$ cat src/common/pwm_consts.svh
`ifndef PWM_CONSTS_SVH
`define PWM_CONSTS_SVH

// ----------------------------------------
// Register byte offsets
// ----------------------------------------
`define OFS_CONTROL   8'h00
`define OFS_DUTY_HIGH 8'h04
`define OFS_DUTY_BUF  8'h08
`define OFS_TSEL      8'h0C
`define OFS_FLAGS     8'h10
`define OFS_DIR       8'h14
// Timer n control sits at OFS_TIMER0 + 4*n
`define OFS_TIMER0    8'h20

// ----------------------------------------
// Field positions
// ----------------------------------------
`define CTL_MODE_MSB  3
`define CTL_MODE_LSB  0
`define CTL_DLOW_MSB  5
`define CTL_DLOW_LSB  4
`define TCTL_RUN_BIT  2
`define TCTL_PS_MSB   1
`define TCTL_PS_LSB   0
`define TCTL_LIM_MSB  15
`define TCTL_LIM_LSB  8

// ----------------------------------------
// Encodings
// ----------------------------------------
`define MODE_PWM      4'hC
`define PS_1          2'h0
`define PS_4          2'h1
`define HSIZE_WORD    3'h2

// ----------------------------------------
// Timing counts: oscillator cycles per timer step, minus one
// ----------------------------------------
`define PRE_LAST_1    6'h03
`define PRE_LAST_4    6'h0F
`define PRE_LAST_16   6'h3F

// ----------------------------------------
// Reset values
// ----------------------------------------
`define RST_CONTROL   8'h00
`define RST_DUTY      8'h00
`define RST_TSEL      2'h0
`define RST_DIR       1'b1
`define RST_LIMIT     8'hFF
`define RST_PS        2'h0

`endif

$ cat src/common/pwm_pkg.sv
package pwm_pkg;

	// Bus slave sequencing, Gray coded along idle, wait, done
	typedef enum logic [1:0]
	{
		BUS_IDLE    = 2'h0,
		BUS_RD_WAIT = 2'h1,
		BUS_RD_DONE = 2'h3
	} bus_state_e;

	typedef logic [9:0] time_base_t;   // Timer count plus two sub bits
	typedef logic [7:0] byte_t;

endpackage : pwm_pkg

$ cat src/standard_pwm_channel.sv
// Decided for this implementation: register access over AHB-Lite and the placing of the registers.
`timescale 1ns/1ps
`include "pwm_consts.svh"

module standard_pwm_channel
	import pwm_pkg::*;
#(
	parameter int N_TIMERS = 3   // Shared period timers
)
(
	input  wire logic        i_clk,
	input  wire logic        i_reset,
	input  wire logic        i_ce,        // Low freezes all state
	input  wire logic        i_sleep,     // Device sleep, same clock
	input  wire logic        i_hsel,
	input  wire logic [7:0]  i_haddr,
	input  wire logic [1:0]  i_htrans,
	input  wire logic        i_hwrite,
	input  wire logic [2:0]  i_hsize,
	input  wire logic [31:0] i_hwdata,
	input  wire logic        i_hready,
	output logic [31:0]      o_hrdata,
	output logic             o_hreadyout,
	output logic             o_hresp,
	output logic             o_pwm_out,   // Output pin level
	output logic             o_pwm_oe     // Output pin enable
);

	// ----------------------------------------
	// Elaboration check
	// ----------------------------------------
	// The select field is two bits wide, so at most four timers
	generate
		if (N_TIMERS < 1 || N_TIMERS > 4)
		begin : g_bad_timers
			$error("N_TIMERS must lie between 1 and 4");
		end
	endgenerate

	// ----------------------------------------
	// Decoding
	// ----------------------------------------
	function automatic logic hit(input logic [7:0] a,
	                             input logic [7:0] ofs);
		hit = (a == ofs);
	endfunction : hit

	// ----------------------------------------
	// Declarations
	// ----------------------------------------
	bus_state_e  bus_q;          // Bus slave state
	logic        wr_pend_q;      // Write data phase pending
	logic [7:0]  addr_q;         // Captured address
	logic [31:0] rd_d;           // Read mux
	logic        accept;         // Address phase taken
	logic        wr_en;          // Write commits this cycle
	byte_t       ctl_q;          // Module control
	byte_t       duty_high_q;    // Programmed high duty bits
	byte_t       duty_act_q;     // Active high duty bits
	logic [1:0]  duty_lat_q;     // Hidden low duty latch
	logic [1:0]  tsel_q;         // Timer select
	logic        dir_q;          // Pin direction, one is input
	logic [N_TIMERS-1:0] flag_q; // Timer match flags
	logic [1:0]  ps_q   [N_TIMERS];
	logic        run_q  [N_TIMERS];
	byte_t       lim_q  [N_TIMERS];
	byte_t       cnt    [N_TIMERS];
	logic [1:0]  sub    [N_TIMERS];
	logic [N_TIMERS-1:0] reload;
	logic [1:0]  sel_idx;        // Timer in use
	time_base_t  tb;             // Selected time base
	time_base_t  duty_prog;      // Duty as software wrote it
	time_base_t  duty_act;       // Duty in force this period
	logic        reload_sel;     // Period end of selected timer
	logic        run_ce;         // Module may advance
	logic        pwm_act;        // PWM mode selected
	logic        pwm_q;          // Output level
	logic        oe_q;           // Output enable
	logic        rdy_q;          // Bus ready
	logic [31:0] hrdata_q;       // Bus read data

	// Sleep stops the module but leaves the bus serviceable
	assign run_ce  = i_ce && !i_sleep;
	assign pwm_act = (ctl_q[`CTL_MODE_MSB:`CTL_MODE_LSB] == `MODE_PWM);
	assign accept  = i_hsel && i_htrans[1] && i_hready;
	assign wr_en   = i_ce && wr_pend_q;

	// ----------------------------------------
	// Bus slave
	// ----------------------------------------
	// Reads take one wait state so that a write just before is seen
	always_ff @(posedge i_clk or posedge i_reset)
	begin
		if (i_reset)
			bus_q <= BUS_IDLE;
		else if (i_ce)
		begin
			case (bus_q)
				BUS_IDLE, BUS_RD_DONE:
					bus_q <= (accept && !i_hwrite) ? BUS_RD_WAIT : BUS_IDLE;
				BUS_RD_WAIT:
					bus_q <= BUS_RD_DONE;
				default:
					bus_q <= BUS_IDLE;
			endcase
		end
	end

	// Address capture and write marker
	always_ff @(posedge i_clk or posedge i_reset)
	begin
		if (i_reset)
		begin
			addr_q    <= 8'h00;
			wr_pend_q <= 1'b0;
		end
		else if (i_ce)
		begin
			if (accept)
				addr_q <= i_haddr;
			// Only whole words are written
			wr_pend_q <= accept && i_hwrite && (i_hsize == `HSIZE_WORD);
		end
	end

	// Ready drops for the first data cycle of a read
	always_ff @(posedge i_clk or posedge i_reset)
	begin
		if (i_reset)
		begin
			rdy_q    <= 1'b1;
			hrdata_q <= 32'h0000_0000;
		end
		else if (i_ce)
		begin
			rdy_q <= !(accept && !i_hwrite && bus_q != BUS_RD_WAIT);
			if (bus_q == BUS_RD_WAIT)
				hrdata_q <= rd_d;
		end
	end

	// Response is always OKAY
	always_ff @(posedge i_clk or posedge i_reset)
	begin
		if (i_reset)
			o_hresp <= 1'b0;
		else
			o_hresp <= 1'b0;
	end

	assign o_hreadyout = rdy_q;
	assign o_hrdata    = hrdata_q;

	// Read mux; unmapped addresses read zero
	always_comb
	begin
		rd_d = 32'h0000_0000;
		if (hit(addr_q, `OFS_CONTROL))
			rd_d = {24'h00_0000, ctl_q};
		else if (hit(addr_q, `OFS_DUTY_HIGH))
			rd_d = {24'h00_0000, duty_high_q};
		else if (hit(addr_q, `OFS_DUTY_BUF))
			rd_d = {24'h00_0000, duty_act_q};
		else if (hit(addr_q, `OFS_TSEL))
			rd_d = {30'h0000_0000, tsel_q};
		else if (hit(addr_q, `OFS_FLAGS))
			rd_d = 32'(flag_q);
		else if (hit(addr_q, `OFS_DIR))
			rd_d = {31'h0000_0000, dir_q};
		for (int k = 0; k < N_TIMERS; k++)
		begin
			if (hit(addr_q, `OFS_TIMER0 + 8'(4 * k)))
				rd_d = {8'h00, cnt[k], lim_q[k], 5'h00, run_q[k], ps_q[k]};
		end
	end

	// ----------------------------------------
	// Configuration registers
	// ----------------------------------------
	// Control holds mode and the two low duty bits
	always_ff @(posedge i_clk or posedge i_reset)
	begin
		if (i_reset)
			ctl_q <= `RST_CONTROL;
		else if (wr_en && hit(addr_q, `OFS_CONTROL))
			ctl_q <= {2'h0, i_hwdata[5:0]};
	end

	// High duty bits may be written at any time
	always_ff @(posedge i_clk or posedge i_reset)
	begin
		if (i_reset)
			duty_high_q <= `RST_DUTY;
		else if (wr_en && hit(addr_q, `OFS_DUTY_HIGH))
			duty_high_q <= i_hwdata[7:0];
	end

	always_ff @(posedge i_clk or posedge i_reset)
	begin
		if (i_reset)
			tsel_q <= `RST_TSEL;
		else if (wr_en && hit(addr_q, `OFS_TSEL))
			tsel_q <= i_hwdata[1:0];
	end

	// Pin starts as input so nothing drives until software asks
	always_ff @(posedge i_clk or posedge i_reset)
	begin
		if (i_reset)
			dir_q <= `RST_DIR;
		else if (wr_en && hit(addr_q, `OFS_DIR))
			dir_q <= i_hwdata[0];
	end

	// ----------------------------------------
	// Period timers
	// ----------------------------------------
	genvar g;
	generate
		for (g = 0; g < N_TIMERS; g++)
		begin : g_timer
			// Run, prescale and period limit of one timer
			always_ff @(posedge i_clk or posedge i_reset)
			begin
				if (i_reset)
				begin
					ps_q[g]  <= `RST_PS;
					run_q[g] <= 1'b0;
					lim_q[g] <= `RST_LIMIT;
				end
				else if (wr_en && hit(addr_q, `OFS_TIMER0 + 8'(4 * g)))
				begin
					ps_q[g]  <= i_hwdata[`TCTL_PS_MSB:`TCTL_PS_LSB];
					run_q[g] <= i_hwdata[`TCTL_RUN_BIT];
					lim_q[g] <= i_hwdata[`TCTL_LIM_MSB:`TCTL_LIM_LSB];
				end
			end

			period_timer u_timer
			(
				.i_clk      (i_clk),
				.i_reset    (i_reset),
				.i_ce       (run_ce),
				.i_run      (run_q[g]),
				.i_prescale (ps_q[g]),
				.i_limit    (lim_q[g]),
				.o_count    (cnt[g]),
				.o_sub      (sub[g]),
				.o_reload   (reload[g])
			);

			// Flag is write-one-to-clear; a new match wins
			always_ff @(posedge i_clk or posedge i_reset)
			begin
				if (i_reset)
					flag_q[g] <= 1'b0;
				else if (reload[g])
					flag_q[g] <= 1'b1;
				else if (wr_en && hit(addr_q, `OFS_FLAGS) && i_hwdata[g])
					flag_q[g] <= 1'b0;
			end
		end
	endgenerate

	// ----------------------------------------
	// Time base and duty
	// ----------------------------------------
	// A select beyond the fitted timers falls back to timer zero
	assign sel_idx    = (tsel_q < N_TIMERS) ? tsel_q : 2'h0;
	assign tb         = {cnt[sel_idx], sub[sel_idx]};
	assign reload_sel = reload[sel_idx];
	assign duty_prog  = {duty_high_q, ctl_q[`CTL_DLOW_MSB:`CTL_DLOW_LSB]};
	assign duty_act   = {duty_act_q, duty_lat_q};

	// Active buffer: period match only in PWM mode, software otherwise
	always_ff @(posedge i_clk or posedge i_reset)
	begin
		if (i_reset)
		begin
			duty_act_q <= `RST_DUTY;
			duty_lat_q <= 2'h0;
		end
		else if (pwm_act)
		begin
			if (run_ce && reload_sel)
			begin
				duty_act_q <= duty_high_q;
				duty_lat_q <= ctl_q[`CTL_DLOW_MSB:`CTL_DLOW_LSB];
			end
		end
		// Sleep drops software writes so that the frozen buffer holds
		else if (wr_en && !i_sleep && hit(addr_q, `OFS_DUTY_BUF))
			duty_act_q <= i_hwdata[7:0];
	end

	// ----------------------------------------
	// Output level
	// ----------------------------------------
	// Set at wrap unless the programmed duty is zero, cleared on a ten-bit match or outside PWM mode; otherwise no change
	always_ff @(posedge i_clk or posedge i_reset)
	begin
		if (i_reset)
			pwm_q <= 1'b0;
		else if (run_ce)
		begin
			if (!pwm_act)
				pwm_q <= 1'b0;
			else if (reload_sel)
				pwm_q <= (duty_prog != 10'h000);
			else if (tb == duty_act)
				pwm_q <= 1'b0;
		end
	end

	// Drive only with direction cleared and control nonzero
	always_ff @(posedge i_clk or posedge i_reset)
	begin
		if (i_reset)
			oe_q <= 1'b0;
		else if (i_ce)
			oe_q <= !dir_q && (ctl_q != 8'h00);
	end

	assign o_pwm_out = pwm_q;
	assign o_pwm_oe  = oe_q;
endmodule : standard_pwm_channel

$ cat src/period_timer.sv
`timescale 1ns/1ps
`include "pwm_consts.svh"

module period_timer
	import pwm_pkg::*;
(
	input  wire logic       i_clk,
	input  wire logic       i_reset,
	input  wire logic       i_ce,       // Low freezes count and prescaler
	input  wire logic       i_run,      // Timer run bit
	input  wire logic [1:0] i_prescale, // Prescale select
	input  wire logic [7:0] i_limit,    // Period limit
	output byte_t           o_count,    // Period timer count
	output logic [1:0]      o_sub,      // Low bits of the time base
	output logic            o_reload    // Step that wraps the count
);

	// ----------------------------------------
	// Decoding
	// ----------------------------------------
	// Last prescaler value for each factor 1, 4, 16
	function automatic logic [5:0] pre_last(input logic [1:0] ps);
		case (ps)
			`PS_1:   pre_last = `PRE_LAST_1;
			`PS_4:   pre_last = `PRE_LAST_4;
			default: pre_last = `PRE_LAST_16;
		endcase
	endfunction : pre_last

	logic [5:0] pre_q;   // Oscillator cycles within one timer step
	logic       inc;     // Timer step strobe

	assign inc      = i_ce && i_run && (pre_q == pre_last(i_prescale));
	assign o_reload = inc && (o_count == i_limit);

	// Sub bits: oscillator phase at 1:1, upper prescaler bits otherwise
	always_comb
	begin
		case (i_prescale)
			`PS_1:   o_sub = pre_q[1:0];
			`PS_4:   o_sub = pre_q[3:2];
			default: o_sub = pre_q[5:4];
		endcase
	end

	// ----------------------------------------
	// Prescaler
	// ----------------------------------------
	// Holds while stopped so a restart resumes mid-step
	always_ff @(posedge i_clk or posedge i_reset)
	begin
		if (i_reset)
			pre_q <= 6'h00;
		else if (inc)
			pre_q <= 6'h00;
		else if (i_ce && i_run)
			pre_q <= pre_q + 6'h01;
	end

	// ----------------------------------------
	// Period count
	// ----------------------------------------
	// Wrap on the step after equality; postscaler plays no part
	always_ff @(posedge i_clk or posedge i_reset)
	begin
		if (i_reset)
			o_count <= 8'h00;
		else if (o_reload)
			o_count <= 8'h00;
		else if (inc)
			o_count <= o_count + 8'h01;
	end
endmodule : period_timer

$ cat config.mk
export PLATFORM = sky130hd
export DESIGN_NAME = standard_pwm_channel
export DESIGN_NICKNAME = d
export VERILOG_FILES = /design/src/common/pwm_pkg.sv /design/src/standard_pwm_channel.sv /design/src/period_timer.sv
export VERILOG_INCLUDE_DIRS = /design/src /design/src/common
export SDC_FILE = /design/constraint.sdc
export NUM_CORES = 1
export LEC_CHECK = 0
export ABC_AREA = 1
export BUFFER_PORTS_ARGS = -buffer_cell sky130_fd_sc_hd__clkbuf_2
export CAP_MARGIN = 10
export CORE_MARGIN = 2
export CORE_UTILIZATION = 45
export DETAILED_ROUTE_END_ITERATION = 10
export PLACE_DENSITY = 0.61
export SETUP_SLACK_MARGIN = 0.2
export SLEW_MARGIN = 20
export SYNTH_ARGS = -nofsm -noshare
export SYNTH_HDL_FRONTEND = slang
export SYNTH_SLANG_ARGS = --single-unit
$ cat constraint.sdc
create_clock -name i_clk -period 11.26 [get_ports i_clk]
set_input_delay 0.563 -clock i_clk [delete_from_list [all_inputs] [get_ports i_clk]]
set_output_delay 0.563 -clock i_clk [all_outputs]
set_load 0.02 [all_outputs]
==> results of run 1 <==
-- worst register-to-register path: stages, from the launching register on --
cell and delay [ns]:
dfrtp_1 0.38, nor2_1 0.18, inv_1 0.10, nor3_1 0.28, nand2_1 0.26, inv_2 0.38
nand2_1 0.58, o21ai_0 0.37
-- cells by family after synthesis --
kind of cell             share of synthesized area
AO/OA/AOI/OAI                               0.1341
XOR/XNOR                                  0.007739
adder cells (fa/ha/maj)                    0.01263
buffers and inverters                      0.09033
flip-flops                                  0.4558
multiplexers                              0.005685
other                                    0.0004733
AND/OR/NAND/NOR                             0.2933
-- routing by layer --
metal	up-vias	global-route usage	routed length (um)
li1	3522	-	-
met1	3232	0.3413	9979
met2	178	0.3733	9602
met3	30	0.04444	1066
met4	0	0.07523	377
met5	-	0	0
-- final cells by class --
class,instances,area share
Clock buffer,23,0.05397
Timing Repair Buffer,65,0.03709
Clock inverter,9,0.01716
Multi-Input combinational cell,745,0.4011
Tap cell,225,0.03114
Inverter,143,0.06020
Sequential cell,143,0.3994
-- per-stage QoR --
stage	std cells	power, uW	hold WS [ns]	worst slack [ns]
after CTS	1353	1257	0.2439	8.656
final	1353	1248	0.2079	8.653
after global routing	1353	1294	0.2785	8.327
after global placement	1321	640.7	0.4565	8.693
after detailed placement	1321	642.0	0.4649	8.656
after floorplan	1063	612.0	0.4415	6.902
-- layout by cell type, fill, tap and decap left out, types with 5 or more instances in the layout --
master,netlist,layout
a31oi_1,5,5
clkbuf_16,0,17
o21ai_0,106,106
inv_1,138,137
o21ai_1,13,13
xnor2_1,5,5
nand4_1,14,14
nor2_8,5,5
conb_1,1,9
clkbuf_2,0,61
nand2_4,8,8
nor3b_1,5,5
ha_1,8,8
a21oi_1,51,51
nor2_1,70,70
nor3_1,12,12
nor4_1,5,5
nand2_1,317,317
dfrtp_1,117,117
nand3_1,64,64
o22ai_1,16,16
dfstp_2,26,26
-- registers in the layout, summed over array words and instances, names as in the netlist, 3 cells and up --
name / count
flag_q: 3
addr_q: 8
duty_high_q: 8
ctl_q: 6
run_q: 3
o_hrdata: 24
g_timer.u_timer.pre_q: 18
duty_act_q: 8
g_timer.u_timer.o_count: 24
lim_q: 24
ps_q: 6
-- power breakdown --
| group | total, uW | leakage, uW | internal (uW) | switching [uW] |
|---|---|---|---|---|
| registers | 540 | 0.00170 | 530 | 9.34 |
| logic | 93.1 | 0.00253 | 26.7 | 66.4 |
| clock network | 615 | 0.000302 | 394 | 221 |
| total | 1250 | 0.00454 | 951 | 297 |
-- worst max path at each step --
stage,start,endpoint,slack [ns]
after global placement,addr_q[7],lim_q[7],8.69
final,addr_q[0],lim_q[6],8.65
after global routing,addr_q[7],lim_q[7],8.33
after floorplan,i_reset,addr_q[0],6.90
after CTS,addr_q[7],lim_q[1],8.66
after detailed placement,addr_q[7],lim_q[4],8.66
==> results.yml, run 1 <==
run_status:
  status: "finished, final reports clean"
logic_synthesis:
  ys_seq_area_frac: 0.4558
  synthesis.area_mm2: 0.007923
  synthArstFlopShare: 1.000
  yosys-top-cells-area: "dfrtp_1 37%, nand2_1 15%, dfstp_2 8.6%, o21ai_0 6.7%, inv_1 6.5%"
  synth_cells: 1055
  yosys_register_bits: 143
  synth-edff-count: 0
  synth_area_leader_cell: "dfrtp_1"
  yosys.area.top_type_share: 0.3696
  synth_warnings: 0
  synth_area_per_cell_um2: 7.510
  yosys_most_used_dff: "dfrtp_1"
  ys_types: 47
  yosysMostFrequentCell: "nand2_1"
  synth_common_cells: "317 x nand2_1, 138 x inv_1, 117 x dfrtp_1"
floorplan:
  die_h_um: 136.7
  fp.coreArea_mm2: 0.01724
  die_w_um: 136.7
  dieArea_mm2: 0.01868
  io_pins: 88
  start_util: 0.4596
  fp-row-count: 48
grt:
  grt_first_pass_wirelength_mm: 34.22
  grt_pass1_vias: 6483
  antenna_found_initial: 0
  grt_max_degree: 77
  grt_usage: 0.2407
  grt_overflow: 0
route:
  drt_iter0_markers: 671
  avgViaCountPerCell: 5.146
  ant_nets: 0
  dr.pass1.iters: 5
  wl_per_cell_um: 15.54
  wirelength_mm: 21.03
  drcViolationCount: 0
  vias: 6962
final_layout:
  diodes: 0
  drive_gt1_frac: 0.1427
  nets: 1175
  seq_area_mm2: 0.003611
  areaGrowthSynthToFinish_pct: 14.12
  multiInputGateArea_mm2: 0.003626
  final_core_util: 0.5245
  fillCellCount: 1719
  fin_area_mm2: 0.009041
flow_run:
  cap_viol_max_count: 0
power:
  power_density_mw_per_mm2: 138.1
  p_leak_uw: 0.004540
  ir_drop_mv: 0.1098
critical_path:
  cpMostUsedCell: "nand2_1"
  cpPeakStageDelay_ns: 0.58
  rr_endpoint: "lim_q[6]"
  slowest_stage: "nand2_1"
  path_cells: "nor2_1, inv_1, nor3_1, nand2_1, inv_2, nand2_1, o21ai_0"
  crit_family: "simple AND/OR/NAND/NOR gates"
  crit_cells: 7
  reg2reg_from: "addr_q[0]"
  path_buf_inv: 2
  worstSetupPathType: "reg -> reg"
  rr_worst_depth: 7
  required_ns: 11.60
  cp-end-kind: "flip-flop"
  critPathLaunchType: "flip-flop"
  cp.arrival_ns: 2.95
  reg2reg_setup_slack_ns: 8.65
  worstPathMaxFanout: 22
sta:
  final.setup.tns_ns: 0
  setup_viol: 0
  hold_viol_final: 0
  slew_headroom: 0.3397
  fmax_ghz: 0.3836
  maxSlewViolCount: 0
  worstMarginPinSlew_ns: 0.9905
  rsz0062_at_grt: "false"
  period_minus_slack_ns: 2.607
  fin_crit_sh: 0.2315
  finClkSkew_ns: 0.01221
clocking:
  cts_tree: "done"
  cts_setup_buffers: 0
  clockBufferDepth: 2
  clock_tree.root_cell: "clkbuf_16"
  ctsHtreeMaxLevel: 4
  numCtsBuffers: 17
  clkSinkCount: 143
  hold_buffers: 0
  cts_resized: 0
  path_clk_slew_ns: 0.06
  clock_latency_ns: 0.43
placed_design:
  placed_area_mm2: 0.008398
  portBuffers: 61
  dp_hpwl_mm: 15.47
  gp_congestion: 0.9269
hold_path:
  hold_path.class: "in -> async"
No activity file was read; power rests on OpenSTA's default activity.
==> run 2: changes to the inputs <==
==> constraint.sdc (replaced) <==
create_clock -name i_clk -period 2.6 [get_ports i_clk]
set_input_delay 0.13 -clock i_clk [delete_from_list [all_inputs] [get_ports i_clk]]
set_output_delay 0.13 -clock i_clk [all_outputs]
set_load 0.02 [all_outputs]
==> results.yml, run 2 (synthesis results as in run 1) <==
floorplan:
  io_pins: 88
  start_util: 0.4596
  die_w_um: 136.7
  fp-row-count: 48
  dieArea_mm2: 0.01868
  die_h_um: 136.7
  fp.coreArea_mm2: 0.01724
final_layout:
  fin_area_mm2: 0.009271
  fillCellCount: 1680
  seq_area_mm2: 0.003611
  layout_common_cells: "316 x nand2_1, 137 x inv_1, 117 x dfrtp_1"
  nets: 1206
  multiInputGateArea_mm2: 0.003628
  final_common_cell: "nand2_1"
  diodes: 0
  drive_gt1_frac: 0.1450
  areaGrowthSynthToFinish_pct: 17.02
run_status:
  status: "finished, final reports clean"
grt:
  grt_first_pass_wirelength_mm: 33.95
  grt_pass1_vias: 6559
  antenna_found_initial: 0
  grt_overflow: 0
  grt_max_degree: 51
  grt_usage: 0.2381
route:
  ant_nets: 0
  wirelength_mm: 21.16
  vias: 7079
  drt_iter0_markers: 486
  avgViaCountPerCell: 5.115
  dr.pass1.iters: 5
  wl_per_cell_um: 15.29
  drcViolationCount: 0
clocking:
  numCtsBuffers: 17
  cts_tree: "done"
  clock_tree.root_cell: "clkbuf_16"
  clock_latency_ns: 0.43
  ctsHtreeMaxLevel: 4
  path_clk_slew_ns: 0.06
  clockBufferDepth: 2
  cts_setup_buffers: 0
  clkSinkCount: 143
sta:
  final.setup.tns_ns: 0
  worstMarginPinSlew_ns: 0.8053
  rsz0062_at_grt: "false"
  maxSlewViolCount: 0
  hold_viol_final: 0
  period_minus_slack_ns: 2.165
  slew_headroom: 0.4620
  setup_viol: 0
  fmax_ghz: 0.4619
  finClkSkew_ns: 0.01098
  fin_crit_sh: 0.8326
power:
  p_seq_frac: 0.461
  power.share.clock: 0.453
  p_int_uw: 3799
  p_leak_uw: 0.004646
  switchingPower_uw: 1271
  ir_drop_mv: 0.4654
  swShare: 0.2507
  p_comb_frac: 0.086
  power_density_mw_per_mm2: 546.8
critical_path:
  path_cells: "nor2_1, inv_1, nor3_1, buf_4, nand2_1, o22ai_1, a21oi_1, o21ai_0"
  slowest_stage: "o22ai_1"
  cp.arrival_ns: 2.50
  critPathLaunchType: "flip-flop"
  crit_family: "compound AO/OA/AOI/OAI gates"
  required_ns: 2.94
  cp-end-kind: "flip-flop"
  worstPathMaxFanout: 18
  crit_cells: 8
  rr_worst_depth: 8
  cpPeakStageDelay_ns: 0.45
  worstSetupPathType: "reg -> reg"
  path_buf_inv: 2
placed_design:
  dp_hpwl_mm: 16.00
  portBuffers: 61
  gp_congestion: 0.9218
  placed_area_mm2: 0.008467
flow_run:
  cap_viol_max_count: 0
hold_path:
  hold_path.class: "in -> reg"
  hold_depth: 3
==> run 2: tightest hold or removal path, cell delays in order <==
cell	delay, ns
clkbuf_2	0.09
nor2_1	0.05
o21ai_0	0.14
==> run 2: final timing paths <==
kind | from | endpoint | slack, ns
min in group asynchronous | i_reset | g_timer[0].u_timer.o_count[5] | 0.40
max in group asynchronous | i_reset | lim_q[8] | 1.41
hold reg to reg | flag_q[1] | flag_q[1] | 0.48
setup reg to reg | addr_q[7] | o_hrdata[18] | 0.44
hold / removal | i_hwrite | o_hreadyout | 0.02
setup / recovery | addr_q[7] | o_hrdata[18] | 0.44
==> run 2: area by class of cell <==
cell class	instances	area share
Multi-Input combinational cell	745	0.3914
Sequential cell	143	0.3895
Timing Repair Buffer	96	0.07072
Inverter	143	0.05857
Clock buffer	21	0.04966
Tap cell	225	0.03036
Clock inverter	11	0.009852
==> run 2: per-stage QoR <==
| step | power (uW) | cells | util | setup WS [ns] | hold slack [ns] |
|---|---|---|---|---|---|
| final | 5070 | 1384 | 0.5379 | 0.4352 | 0.02357 |
| after global routing | 5263 | 1384 | 0.5379 | 0.2327 | 0.03048 |
| after CTS | 5115 | 1384 | 0.5377 | 0.4002 | 0.009418 |
| after detailed placement | 2787 | 1327 | 0.4912 | 0.4152 | 0.3115 |
| after global placement | 2781 | 1327 | 0.4912 | 0.4650 | 0.3113 |
| after floorplan | 2651 | 1063 | - | 0.7002 | 0.2586 |
==> run 2: metal layers <==
metal  vias to the layer above  share of wire  global-route usage
li1                       3582              -                   -
met1                      3280           0.47              0.3279
met2                       187           0.46              0.3833
met3                        30          0.044             0.03963
met4                         0          0.018             0.07581
met5                         -              0                   0
==> run 2: power groups by stage <==
stage,Combinational [uW],Sequential [uW],Clock (uW)
CTS,442,2340,2340
finish,437,2340,2300
detailed placement,411,2380,0
floorplan,263,2390,0
global route,496,2340,2420
global placement,407,2370,0
==> run 2: what timing repair did <==
item / in CTS / in global routing
hold buffers: 25 / 0
setup endpoints to repair: 0 / 4
endpoints found under the hold margin: 64 / 0
gates resized for setup: 0 / 1
